--- src/pkg/swl_pkg.sv ---
// constants for the single-wire time-slot engine (sensor side)
// assumes a 40 MHz core clock; all counts are derived from printed times
package swl_pkg;
    localparam int unsigned CLK_MHZ = 40;
    localparam int unsigned CW = 16;
    // slot timing, microseconds as printed
    localparam int unsigned SAMPLE_MIN_US = 15;
    localparam int unsigned SAMPLE_MAX_US = 60;
    localparam int unsigned READ_VALID_US = 15;
    localparam int unsigned RESET_MIN_US = 480;
    localparam int unsigned PRES_WAIT_US = 15;
    localparam int unsigned PRES_LEN_US = 60;
    // sample at 30 us, inside the 15 to 60 us window
    localparam int unsigned SAMPLE_AT_US = 30;
    // derived counts in core cycles
    localparam logic [CW-1:0] SAMPLE_CYC = CW'(SAMPLE_AT_US * CLK_MHZ);
    localparam logic [CW-1:0] READ_HOLD_CYC = CW'(READ_VALID_US * CLK_MHZ);
    localparam logic [CW-1:0] RESET_CYC = CW'(RESET_MIN_US * CLK_MHZ);
    localparam logic [CW-1:0] PRES_WAIT_CYC = CW'(PRES_WAIT_US * CLK_MHZ);
    localparam logic [CW-1:0] PRES_LEN_CYC = CW'(PRES_LEN_US * CLK_MHZ);
    // function command codes
    localparam logic [7:0] CMD_CONVERT = 8'h44;
    localparam logic [7:0] CMD_READ_SCRATCH = 8'hBE;
    localparam logic [7:0] CMD_READ_SUPPLY = 8'hB4;
    localparam logic [7:0] CMD_RESTORE = 8'hB8;
    localparam logic [3:0] SCRATCH_BYTES = 4'h9;
    typedef enum logic [1:0] {MODE_CMD, MODE_DATA, MODE_STATUS, MODE_SUPPLY} swl_mode_t;
endpackage : swl_pkg

--- src/swl_link.sv ---
// sensor-side time-slot engine of the single-wire open-drain data line
// assumes the wire level is resolved outside; the line pin is asynchronous
`timescale 1ns/1ps
// How it works
// - sensor samples the line 15 to 60 us after the falling edge
// - sensor transmits only in read slots after BEh, B4h, 44h or B8h
// - sensor sends one by releasing, zero by pulling low, released by slot end
// - sensor read data stays valid 15 us after the falling edge
// - 480 us low is reset; sensor waits 15-60 us, presence 60-240 us
// - each slot carries exactly one bit
// - status read slots answer zero while busy, one when done
module swl_link
    import swl_pkg::*;
(
    input wire logic CORE_CLK,
    input wire logic SRST,
    input wire logic DQ_IN,
    output logic DQ_OUT,
    output logic DQ_OE,
    input wire logic PARASITE,
    input wire logic OP_BUSY,
    input wire logic [7:0] TX_BYTE,
    output logic TX_NEXT,
    output logic [7:0] RX_BYTE,
    output logic RX_VALID,
    output logic [7:0] CMD_BYTE,
    output logic CMD_VALID,
    output logic LINK_RESET
);
    typedef enum logic [2:0] {ST_IDLE, ST_SLOT, ST_WAIT_HIGH, ST_PRES_WAIT, ST_PRES} swl_state_t;

    logic line;
    swl_state_t state_reg, state_next;
    swl_mode_t mode_reg, mode_next;
    logic [CW-1:0] cnt_reg, cnt_next;
    logic [CW-1:0] low_reg, low_next;
    logic line_d_reg, line_d_next;
    logic [7:0] sh_reg, sh_next;
    logic [2:0] bit_reg, bit_next;
    logic [3:0] bytes_reg, bytes_next;
    logic [7:0] tx_reg, tx_next;
    logic tx_bit_next;
    logic drive_reg, drive_next;
    logic [7:0] rx_reg, rx_next;
    logic rx_v_reg, rx_v_next;
    logic [7:0] cmd_reg, cmd_next;
    logic cmd_v_reg, cmd_v_next;
    logic txn_reg, txn_next;
    logic rst_reg, rst_next;

    swl_sync u_sync (
        .clk(CORE_CLK),
        .srst(SRST),
        .d(DQ_IN),
        .q(line)
    );

    function automatic logic is_read_mode(input swl_mode_t m);
        is_read_mode = (m != MODE_CMD);
    endfunction : is_read_mode

    always_comb begin
        state_next = state_reg;
        mode_next = mode_reg;
        cnt_next = (cnt_reg == '1) ? cnt_reg : cnt_reg + 1'b1;
        low_next = line ? '0 : ((low_reg == '1) ? low_reg : low_reg + 1'b1);
        line_d_next = line;
        sh_next = sh_reg;
        bit_next = bit_reg;
        bytes_next = bytes_reg;
        tx_next = tx_reg;
        tx_bit_next = 1'b1;
        drive_next = drive_reg;
        rx_next = rx_reg;
        rx_v_next = 1'b0;
        cmd_next = cmd_reg;
        cmd_v_next = 1'b0;
        txn_next = 1'b0;
        rst_next = 1'b0;
        case (state_reg)
            ST_IDLE: begin
                drive_next = 1'b0;
                if (line_d_reg && !line) begin
                    state_next = ST_SLOT;
                    cnt_next = '0;
                    // choose the bit to send before the master releases
                    case (mode_reg)
                        MODE_DATA: tx_bit_next = tx_reg[bit_reg];
                        MODE_STATUS: tx_bit_next = !OP_BUSY;
                        MODE_SUPPLY: tx_bit_next = !PARASITE;
                        default: tx_bit_next = 1'b1;
                    endcase
                    // read answers only in read modes
                    drive_next = is_read_mode(mode_reg) && !tx_bit_next;
                end
            end
            ST_SLOT: begin
                // release our low once the valid window ends
                if (cnt_reg == READ_HOLD_CYC) begin
                    drive_next = 1'b0;
                end
                if (cnt_reg == SAMPLE_CYC) begin
                    state_next = ST_WAIT_HIGH;
                    if (mode_reg == MODE_CMD) begin
                        sh_next = {line, sh_reg[7:1]};
                        bit_next = bit_reg + 1'b1;
                        if (bit_reg == 3'd7) begin
                            cmd_next = {line, sh_reg[7:1]};
                            cmd_v_next = 1'b1;
                            case ({line, sh_reg[7:1]})
                                CMD_READ_SCRATCH: begin
                                    mode_next = MODE_DATA;
                                    bytes_next = '0;
                                    tx_next = TX_BYTE;
                                    txn_next = 1'b1;
                                end
                                CMD_READ_SUPPLY: mode_next = MODE_SUPPLY;
                                CMD_CONVERT: mode_next = MODE_STATUS;
                                CMD_RESTORE: mode_next = MODE_STATUS;
                                default: mode_next = MODE_CMD;
                            endcase
                        end
                    end else if (mode_reg == MODE_DATA) begin
                        bit_next = bit_reg + 1'b1;
                        if (bit_reg == 3'd7) begin
                            rx_next = tx_reg;
                            rx_v_next = 1'b1;
                            bytes_next = bytes_reg + 1'b1;
                            if (bytes_reg + 1'b1 == SCRATCH_BYTES) begin
                                mode_next = MODE_CMD;
                            end else begin
                                tx_next = TX_BYTE;
                                txn_next = 1'b1;
                            end
                        end
                    end
                end
            end
            ST_WAIT_HIGH: begin
                if (cnt_reg >= READ_HOLD_CYC) begin
                    drive_next = 1'b0;
                end
                if (line) begin
                    state_next = ST_IDLE;
                end
            end
            ST_PRES_WAIT: begin
                if (cnt_reg == PRES_WAIT_CYC) begin
                    state_next = ST_PRES;
                    cnt_next = '0;
                    drive_next = 1'b1;
                end
            end
            ST_PRES: begin
                if (cnt_reg == PRES_LEN_CYC) begin
                    state_next = ST_IDLE;
                    drive_next = 1'b0;
                end
            end
            default: state_next = ST_IDLE;
        endcase
        // a reset-length low overrides any slot in progress
        if (!drive_reg && low_reg >= RESET_CYC) begin
            state_next = ST_WAIT_HIGH;
            mode_next = MODE_CMD;
            bit_next = '0;
            bytes_next = '0;
            drive_next = 1'b0;
            rst_next = 1'b1;
        end
        // release edge after a reset pulse starts presence timing
        if (!drive_reg && low_reg >= RESET_CYC && line) begin
            state_next = ST_PRES_WAIT;
            cnt_next = '0;
        end
    end

    always_ff @(posedge CORE_CLK) begin
        if (SRST) begin
            state_reg <= ST_IDLE;
            mode_reg <= MODE_CMD;
            cnt_reg <= '0;
            low_reg <= '0;
            line_d_reg <= 1'b1;
            sh_reg <= '0;
            bit_reg <= '0;
            bytes_reg <= '0;
            tx_reg <= '0;
            drive_reg <= 1'b0;
            rx_reg <= '0;
            rx_v_reg <= 1'b0;
            cmd_reg <= '0;
            cmd_v_reg <= 1'b0;
            txn_reg <= 1'b0;
            rst_reg <= 1'b0;
        end else begin
            state_reg <= state_next;
            mode_reg <= mode_next;
            cnt_reg <= cnt_next;
            low_reg <= low_next;
            line_d_reg <= line_d_next;
            sh_reg <= sh_next;
            bit_reg <= bit_next;
            bytes_reg <= bytes_next;
            tx_reg <= tx_next;
            drive_reg <= drive_next;
            rx_reg <= rx_next;
            rx_v_reg <= rx_v_next;
            cmd_reg <= cmd_next;
            cmd_v_reg <= cmd_v_next;
            txn_reg <= txn_next;
            rst_reg <= rst_next;
        end
    end

    // open drain: only ever drive low
    assign DQ_OUT = 1'b0;
    assign DQ_OE = drive_reg;
    assign TX_NEXT = txn_reg;
    assign RX_BYTE = rx_reg;
    assign RX_VALID = rx_v_reg;
    assign CMD_BYTE = cmd_reg;
    assign CMD_VALID = cmd_v_reg;
    assign LINK_RESET = rst_reg;
endmodule : swl_link

--- src/swl_sync.sv ---
// two-flop synchroniser for the line level
// assumes a free-running core clock
`timescale 1ns/1ps
module swl_sync
    import swl_pkg::*;
(
    input wire logic clk,
    input wire logic srst,
    input wire logic d,
    output logic q
);
    logic s1_reg;
    logic s2_reg;
    logic s1_next;
    logic s2_next;
    always_comb begin
        s1_next = d;
        s2_next = s1_reg;
    end
    // reset to released (high) level
    always_ff @(posedge clk) begin
        if (srst) begin
            s1_reg <= 1'b1;
            s2_reg <= 1'b1;
        end else begin
            s1_reg <= s1_next;
            s2_reg <= s2_next;
        end
    end
    assign q = s2_reg;
endmodule : swl_sync

--- config.mk ---
export PLATFORM = sky130hd
export DESIGN_NAME = swl_link
export DESIGN_NICKNAME = d
export VERILOG_FILES = /design/src/pkg/swl_pkg.sv /design/src/swl_link.sv /design/src/swl_sync.sv
export SDC_FILE = /design/constraint.sdc
export NUM_CORES = 1
export LEC_CHECK = 0
export BUFFER_PORTS_ARGS = -buffer_cell sky130_fd_sc_hd__buf_4
export CORE_AREA = 2 2 98 100
export CTS_CLUSTER_DIAMETER = 200
export CTS_CLUSTER_SIZE = 14
export DETAILED_ROUTE_END_ITERATION = 16
export DIE_AREA = 0 0 100 102
export GPL_ROUTABILITY_DRIVEN = 0
export SYNTH_ARGS = -nofsm -noshare
export SYNTH_HDL_FRONTEND = slang
export SYNTH_SLANG_ARGS = --single-unit
--- constraint.sdc ---
create_clock -name CORE_CLK -period 3.2 [get_ports CORE_CLK]
set_input_delay 0.64 -clock CORE_CLK [delete_from_list [all_inputs] [get_ports CORE_CLK]]
set_output_delay 0.64 -clock CORE_CLK [all_outputs]
set_load 0.05 [all_outputs]
==> flow_metrics.tcl, run 1 <==
set metrics [dict create \
    synth_most_common_cell "dfxtp_1" \
    clkTransAtPathRegs_ns 0.08 \
    final_layout_size_suffix_gt1_share_pct 14.8 \
    slowest_delay_ns 0.70 \
    regArea_um2 1660 \
    fin_skew_ns 0.0106 \
    path_class "flip-flop to flip-flop" \
    holdPathStages 1 \
    finalHoldViolations 0 \
    crit_start "cnt_reg[0]$_SDFF_PP0_" \
    grt_overflow_total 0 \
    async_reset_ff_share_pct 0 \
    post_cts_buffers 0 \
    viasPerCell 5.49 \
    final_util_pct 50.4 \
    wire_per_inst_um 14.1 \
    multiInputGateArea_um2 2250 \
    portBuffers 33 \
    clock_latency_ns 0.35 \
    grt_pass1_vias 3106 \
    clk_path_buf_depth 2 \
    finalSetupViolations 0 \
    critical-path-top-delay-family "simple AND/OR/NAND/NOR gates" \
    max_slew_margin_pct 48.2 \
    syn_to_final_growth_pct 11.7 \
    synth-main-ff-cell "dfxtp_1" \
    syn-num-nets 487 \
    syn-cell-area_um2 4110 \
    dieWidth_um 100 \
    rsz0062_at_grt "no" \
    syn_area_per_cell_um2 8.81 \
    root_buffer "clkbuf_8" \
    dr.pass1.iters 4 \
    cp-start-kind "flip-flop" \
    ys_ff_latch 83 \
    cts_buffers 9 \
    hp-start "u_sync.s1_reg$_SDFF_PP1_" \
    ctsHoldBuffers 0 \
    synth_area_leaders "dfxtp_1, mux2i_1, nor2_1" \
    clock_sinks 83 \
    report.final.slew_viol_count 0 \
    grt_pass1_wl_um 14500 \
    drc 0 \
    synth-edff-count 0 \
    antenna_found_initial 0 \
    worstPathCellList "inv_1, ha_1, nor4b_4, nand4_4, or4_1, a21oi_2, mux2i_1" \
    finalCritPeriodShare_pct 82.7 \
    cts_resized 0 \
    fp-row-count 35 \
    tns_ns 0 \
    start_util_pct 45.1 \
    drt_first_iter_violations 163 \
    dieArea_um2 10200 \
    ant_nets 0 \
    synth_seq_area_share_pct 40.5 \
    track_usage_pct 17.4 \
    synthCells 466 \
    ios 35 \
    crit_slowest_cell "or4_1" \
    vias 3287 \
    grt_max_degree 50 \
    post-dp-hpwl_um 5790 \
    worst_slew_pin_slew_ns 0.772 \
    max_freq_mhz 378 \
    die_h_um 102 \
    wirelength_um 8450 \
    htree_levels 3 \
    cp-end-kind "flip-flop" \
    r2r-start "cnt_reg[0]$_SDFF_PP0_" \
    diodes 0 \
    hp-class "flip-flop to flip-flop" \
    cp.depth 7 \
    n_fill_cell 848 \
    cts_tree "built" \
    cap_viol_max_count 0 \
    status "complete, no violations" \
    timing.critical_path.buf_inv 1 \
    power.density_nw_per_um2 467 \
    period_needed_ns 2.65 \
    yosys.area.top_type "dfxtp_1" \
    synth_common_cells "dfxtp_1, nor2_1, a21oi_1" \
    fin_nets 504 \
    worstPathRequired_ns 3.48 \
    netlist.area_leader.share_pct 40.5 \
    peakVddDrop_uv 195 \
    leakage_nw 1.64 \
    rr_worst_depth 7 \
    yosys_warnings 0 \
    cp_data_arrival_time_ns 2.92 \
    synth.distinct_cells 59 \
    coreArea_um2 9110 \
    critPathMaxFanout 15 \
]
-- metrics by stage --
stage | power [W] | setup WS, ns | hold slack (ns) | area, um^2 | std cells
after floorplan | 0.00135 | 0.940 | 0.389 | 4110 | 466
after global placement | 0.00141 | 0.650 | 0.402 | 4390 | 583
after detailed placement | 0.00142 | 0.553 | 0.406 | 4390 | 583
after CTS | 0.00217 | 0.535 | 0.430 | 4590 | 599
after global routing | 0.00225 | 0.376 | 0.445 | 4590 | 599
final | 0.00214 | 0.553 | 0.425 | 4590 | 599
-- placed cells by master (no fill, tap or decap), types with 10 or more instances in the layout --
cell type / n
clkbuf_8: 12
inv_1: 16
a21oi_1: 30
dfxtp_1: 83
nand4_1: 10
buf_4: 38
xnor2_1: 19
mux2i_1: 29
nand3_1: 28
nand2_1: 17
o21ai_0: 15
nand2b_1: 16
nor2_1: 58
-- kinds of logic (layout without fill, tap and decap cells) --
family                   after synthesis  count (layout)  synth area share (%)
AO/OA/AOI/OAI                         79              79                  12.2
multiplexers                          31              31                  8.16
buffers and inverters                 48              70                  4.87
XOR/XNOR                              27              27                  5.76
adder cells (fa/ha/maj)                8               8                  2.44
AND/OR/NAND/NOR                      189             189                  26.0
other                                  1               1                0.0913
flip-flops                            83              83                  40.5
-- worst paths after layout --
check / endpoint / slack (ns)
max reg2reg: tx_reg[2]$_SDFFE_PP0P_ / 0.55
min: u_sync.q$_SDFF_PP1_ / 0.43
max: tx_reg[2]$_SDFFE_PP0P_ / 0.55
min reg2reg: u_sync.q$_SDFF_PP1_ / 0.43
-- layer usage --
layer / global-route usage, % / vias up / part of all wire (%)
li1: - / 1695 / -
met2: 29.4 / 43 / 47
met3: 3.69 / 9 / 2.6
met4: 4.85 / 0 / 1.1
met1: 22.7 / 1540 / 49
met5: 0 / - / 0
-- cell type report --
type	instances	share of cell area, %
Clock buffer	12	3.60
Tap cell	111	3.03
Clock inverter	4	0.682
Multi-Input combinational cell	335	49.0
Timing Repair Buffer	38	6.22
Inverter	16	1.31
Sequential cell	83	36.2
-- power by group --
group | internal, W | switching, W | leakage, nW
logic | 0.000113 | 0.000178 | 0.867
clock network | 0.000352 | 0.000392 | 0.103
registers | 0.00106 | 0.0000454 | 0.670
total | 0.00153 | 0.000616 | 1.64
No activity file was read; power rests on OpenSTA's default activity.
==> run 2, diff against run 1 <==
--- a/config.mk
+++ b/config.mk
@@ -12,6 +12,7 @@
 export DETAILED_ROUTE_END_ITERATION = 16
 export DIE_AREA = 0 0 100 102
 export GPL_ROUTABILITY_DRIVEN = 0
+export PLACE_DENSITY = 0.65
 export SYNTH_ARGS = -nofsm -noshare
 export SYNTH_HDL_FRONTEND = slang
 export SYNTH_SLANG_ARGS = --single-unit
==> constraint.sdc (replaced) <==
create_clock -name CORE_CLK -period 2.3 [get_ports CORE_CLK]
set_input_delay 0.46 -clock CORE_CLK [delete_from_list [all_inputs] [get_ports CORE_CLK]]
set_output_delay 0.46 -clock CORE_CLK [all_outputs]
set_load 0.05 [all_outputs]
==> flow_metrics.tcl, run 2 (synthesis results as in run 1) <==
set metrics [dict create \
    viasPerCell 5.53 \
    cp_data_arrival_time_ns 2.46 \
    final_common_cell "dfxtp_1" \
    wirelength_um 8540 \
    track_usage_pct 17.9 \
    r2r-start "cnt_reg[1]$_SDFF_PP0_" \
    n_fill_cell 829 \
    max_slew_margin_pct 54.6 \
    status "complete, no violations" \
    portBuffers 33 \
    grt_max_degree 48 \
    cap_viol_max_count 0 \
    clk_path_buf_depth 2 \
    vias 3420 \
    critPathMaxFanout 14 \
    rr_endpoint "tx_reg[2]$_SDFFE_PP0P_" \
    rsz0062_at_grt "yes" \
    post-place-ws_ns 0.0564 \
    clock_sinks 83 \
    leakage_nw 1.74 \
    start_util_pct 45.1 \
    peakVddDrop_uv 304 \
    worstPathRequired_ns 2.57 \
    finalHoldViolations 0 \
    final_layout_size_suffix_gt1_share_pct 19.7 \
    drt_first_iter_violations 113 \
    fin_ws_ns 0.110 \
    fin_skew_ns 0.0116 \
    ios 35 \
    period_needed_ns 2.19 \
    finalNonFillerCells 618 \
    post-dp-hpwl_um 6030 \
    fp-row-count 35 \
    hold_end "u_sync.s1_reg$_SDFF_PP1_" \
    placed_cells 601 \
    path_class "flip-flop to flip-flop" \
    cts_buffers 9 \
    worst_slew_pin_slew_ns 0.674 \
    finalSetupViolations 0 \
    hp-start "DQ_IN" \
    grt_overflow_total 0 \
    htree_levels 3 \
    antenna_found_initial 0 \
    ant_nets 0 \
    regToRegSetupSlack_ns 0.11 \
    diodes 0 \
    die_h_um 102 \
    holdPathStages 2 \
    final_cell_mix "dfxtp_1, nor2_1, buf_4" \
    wire_per_inst_um 13.8 \
    total_power_w 0.00300 \
    final_util_pct 52.5 \
    root_buffer "clkbuf_8" \
    timing.hold.ws_ns 0.285 \
    dieWidth_um 100 \
    finalCritPeriodShare_pct 95.2 \
    dieArea_um2 10200 \
    clkTransAtPathRegs_ns 0.09 \
    dr.pass1.iters 4 \
    regArea_um2 1660 \
    syn_to_final_growth_pct 16.4 \
    coreArea_um2 9110 \
    grt_pass1_wl_um 14900 \
    rr_worst_depth 9 \
    hp-class "input pin to flip-flop" \
    ctsHoldBuffers 0 \
    drc 0 \
    cp-start-kind "flip-flop" \
    multiInputGateArea_um2 2280 \
    report.final.slew_viol_count 0 \
    fin_nets 523 \
    power.density_nw_per_um2 628 \
    cp-end-kind "flip-flop" \
    max_freq_mhz 457 \
    cts_tree "built" \
    clock_latency_ns 0.35 \
    grt_pass1_vias 3257 \
]
[run 2: worst max-delay path, stage by stage (launching register included)]
cell	delay, ns
dfxtp_2	0.34
inv_1	0.07
ha_2	0.17
nor4b_4	0.27
nand4_4	0.16
or4_4	0.45
buf_6	0.16
a21oi_4	0.14
buf_12	0.15
mux2i_2	0.20
[run 2: final cells by class]
cell class / count / share of cell area (%)
clock buffer: 10 / 2.88
clock inverter: 6 / 0.994
inverter: 16 / 1.26
multi-input combinational: 335 / 47.6
sequential: 83 / 34.8
tap: 111 / 2.90
timing repair buffer: 57 / 9.55
[run 2: per-stage QoR]
stage | TNS [ns] | cell area (um^2)
after floorplan | 0 | 4110
after global placement | 0 | 4550
after detailed placement | 0 | 4550
after CTS | 0 | 4740
after global routing | -0.0199 | 4780
final | 0 | 4780
[run 2: timing repair]
item | CTS | global route
resized for setup | 0 | 11
setup buffers | 0 | 1
setup endpoints to repair | 0 | 13
[run 2: where the power goes]
group | leakage, nW | internal (W) | switching (W)
Clock | 0.0933 | 0.000431 | 0.000552
Sequential | 0.670 | 0.00148 | 0.0000537
Combinational | 0.975 | 0.000209 | 0.000275
Total | 1.74 | 0.00212 | 0.000880
[run 2: per-layer routing]
layer	vias to the layer above	track usage, %	part of all wire [%]
met4	0	7.69	1.7
met5	-	0	0
met3	14	3.21	3.0
li1	1734	-	-
met1	1603	23.8	49
met2	69	28.9	46
[run 2: how the worst max path moves through the flow]
stage,startpoint,endpoint,slack (ns),cells after the start
floorplan,cnt_reg[0]$_SDFF_PP0_,mode_reg[1]$_SDFFE_PP0P_,0.04,8
global placement,cnt_reg[0]$_SDFF_PP0_,tx_reg[7]$_SDFFE_PP0P_,0.15,9
detailed placement,cnt_reg[0]$_SDFF_PP0_,tx_reg[2]$_SDFFE_PP0P_,0.06,9
CTS,cnt_reg[0]$_SDFF_PP0_,tx_reg[2]$_SDFFE_PP0P_,0.02,9
global route,cnt_reg[1]$_SDFF_PP0_,tx_reg[2]$_SDFFE_PP0P_,-0.02,9
finish,cnt_reg[1]$_SDFF_PP0_,tx_reg[2]$_SDFFE_PP0P_,0.11,9
==> run 3, diff against run 2 <==
--- a/config.mk
+++ b/config.mk
@@ -7,6 +7,7 @@
 export LEC_CHECK = 0
 export BUFFER_PORTS_ARGS = -buffer_cell sky130_fd_sc_hd__buf_4
 export CORE_AREA = 2 2 98 100
+export CTS_BUF_LIST = sky130_fd_sc_hd__clkbuf_2
 export CTS_CLUSTER_DIAMETER = 200
 export CTS_CLUSTER_SIZE = 14
 export DETAILED_ROUTE_END_ITERATION = 16
==> flow_metrics.tcl, run 3 (synthesis results as in run 1) <==
set metrics [dict create \
    multiInputGateArea_um2 2280 \
    power.density_nw_per_um2 578 \
    cts_tree "built" \
    coreArea_um2 9110 \
    worst_slew_pin_slew_ns 0.658 \
    finalInstanceArea_um2 4700 \
    placed_cells 601 \
    track_usage_pct 17.9 \
    root_buffer "clkbuf_2" \
    placed_area_um2 4550 \
    top_usage_layer "met2" \
    dieArea_um2 10200 \
    viasPerCell 5.51 \
    clk_path_buf_depth 2 \
    critPathMaxFanout 14 \
    final_common_cell "dfxtp_1" \
    n_fill_cell 844 \
    ant_nets 0 \
    fp-row-count 35 \
    ios 35 \
    cap_viol_max_count 0 \
    final_layout_size_suffix_gt1_share_pct 19.7 \
    clkTransAtPathRegs_ns 0.24 \
    dieWidth_um 100 \
    peakVddDrop_uv 256 \
    use_met3_pct 2.80 \
    period_needed_ns 2.20 \
    finalHoldViolations 0 \
    cp-start-kind "flip-flop" \
    status "complete, no violations" \
    tns_ns 0 \
    portBuffers 33 \
    leakage_nw 1.71 \
    regArea_um2 1660 \
    clock_latency_ns 0.55 \
    finalCritPeriodShare_pct 95.8 \
    cts_buffers 9 \
    max_freq_mhz 454 \
    drt_first_iter_violations 117 \
    finalNonFillerCells 618 \
    met2_usage_pct 28.9 \
    drc 0 \
    grt_pass1_vias 3224 \
    wirelength_um 8620 \
    dr.pass1.iters 4 \
    grt_overflow_total 0 \
    total_power_w 0.00272 \
    vias 3406 \
    report.final.slew_viol_count 0 \
    worstPathRequired_ns 2.78 \
    grt_pass1_wl_um 14800 \
    max_slew_margin_pct 56.0 \
    syn_to_final_growth_pct 14.4 \
    htree_levels 3 \
    cp-end-kind "flip-flop" \
    start_util_pct 45.1 \
    finalSetupViolations 0 \
    cp_data_arrival_time_ns 2.69 \
    rsz0062_at_grt "yes" \
    antenna_found_initial 0 \
    post-dp-hpwl_um 6030 \
    hp-class "input pin to flip-flop" \
    die_h_um 102 \
    path_class "flip-flop to flip-flop" \
    diodes 0 \
    fin_skew_ns 0.0254 \
    clock_sinks 83 \
    fin_nets 523 \
    grt_max_degree 48 \
    wire_per_inst_um 13.9 \
    use_met1_pct 23.8 \
    final_cell_mix "dfxtp_1, nor2_1, buf_4" \
]
[run 3: cell types whose count changed in the layout (fill, tap and decap cells not counted), sizes merged]
cell,change
clkbuf,-1
clkinv,+1
[run 3: per-stage QoR]
step | setup slack (ns) | utilization (%) | hold slack [ns]
final | 0.0977 | 51.6 | 0.0653
after detailed placement | 0.0564 | 50.0 | 0.398
after CTS | 0.00821 | 51.0 | 0.0173
after global placement | 0.148 | 50.0 | 0.396
after global routing | -0.0308 | 51.6 | 0.0145
after floorplan | 0.0401 | - | 0.389
[run 3: repair_timing]
item | in CTS | in global routing
hold buffers | 0 | 0
setup endpoints to repair | 0 | 13
buffers inserted | 0 | 1
gates resized for setup | 0 | 12
[run 3: worst max-delay path, stage by stage, from the launching register on]
cell and delay [ns]:
dfxtp_2 0.38, inv_1 0.07, ha_2 0.17, nor4b_4 0.26, nand4_4 0.15, or4_4 0.45
buf_6 0.17, a21oi_4 0.14, buf_12 0.15, mux2i_2 0.20
[run 3: layout make-up]
class	instances	area share, %
clock inverters	7	1.09
clock buffers	9	0.958
inverters	16	1.28
multi-input cells	335	48.6
well taps	111	2.95
flip-flops and latches	83	35.4
repair buffers	57	9.72
[run 3: final timing paths]
| check | from | to | slack (ns) | cells past startpoint |
|---|---|---|---|---|
| setup / recovery | cnt_reg[1]$_SDFF_PP0_ | tx_reg[2]$_SDFFE_PP0P_ | 0.1 | 9 |
| hold / removal | DQ_IN | u_sync.s1_reg$_SDFF_PP1_ | 0.07 | 2 |
| setup reg to reg | cnt_reg[1]$_SDFF_PP0_ | tx_reg[2]$_SDFFE_PP0P_ | 0.1 | 9 |
| hold reg to reg | u_sync.s1_reg$_SDFF_PP1_ | u_sync.q$_SDFF_PP1_ | 0.44 | 1 |
[run 3: power breakdown]
group,internal [W],switching [W]
sequential,0.00149,0.0000547
combinational,0.000209,0.000278
clock,0.000149,0.000540
total,0.00184,0.000873
[run 3: routing by layer]
layer | part of all wire [%] | wire length (um)
met2 | 47 | 4040
met3 | 3.6 | 314
met1 | 48 | 4140
met5 | 0 | 0
met4 | 1.4 | 121
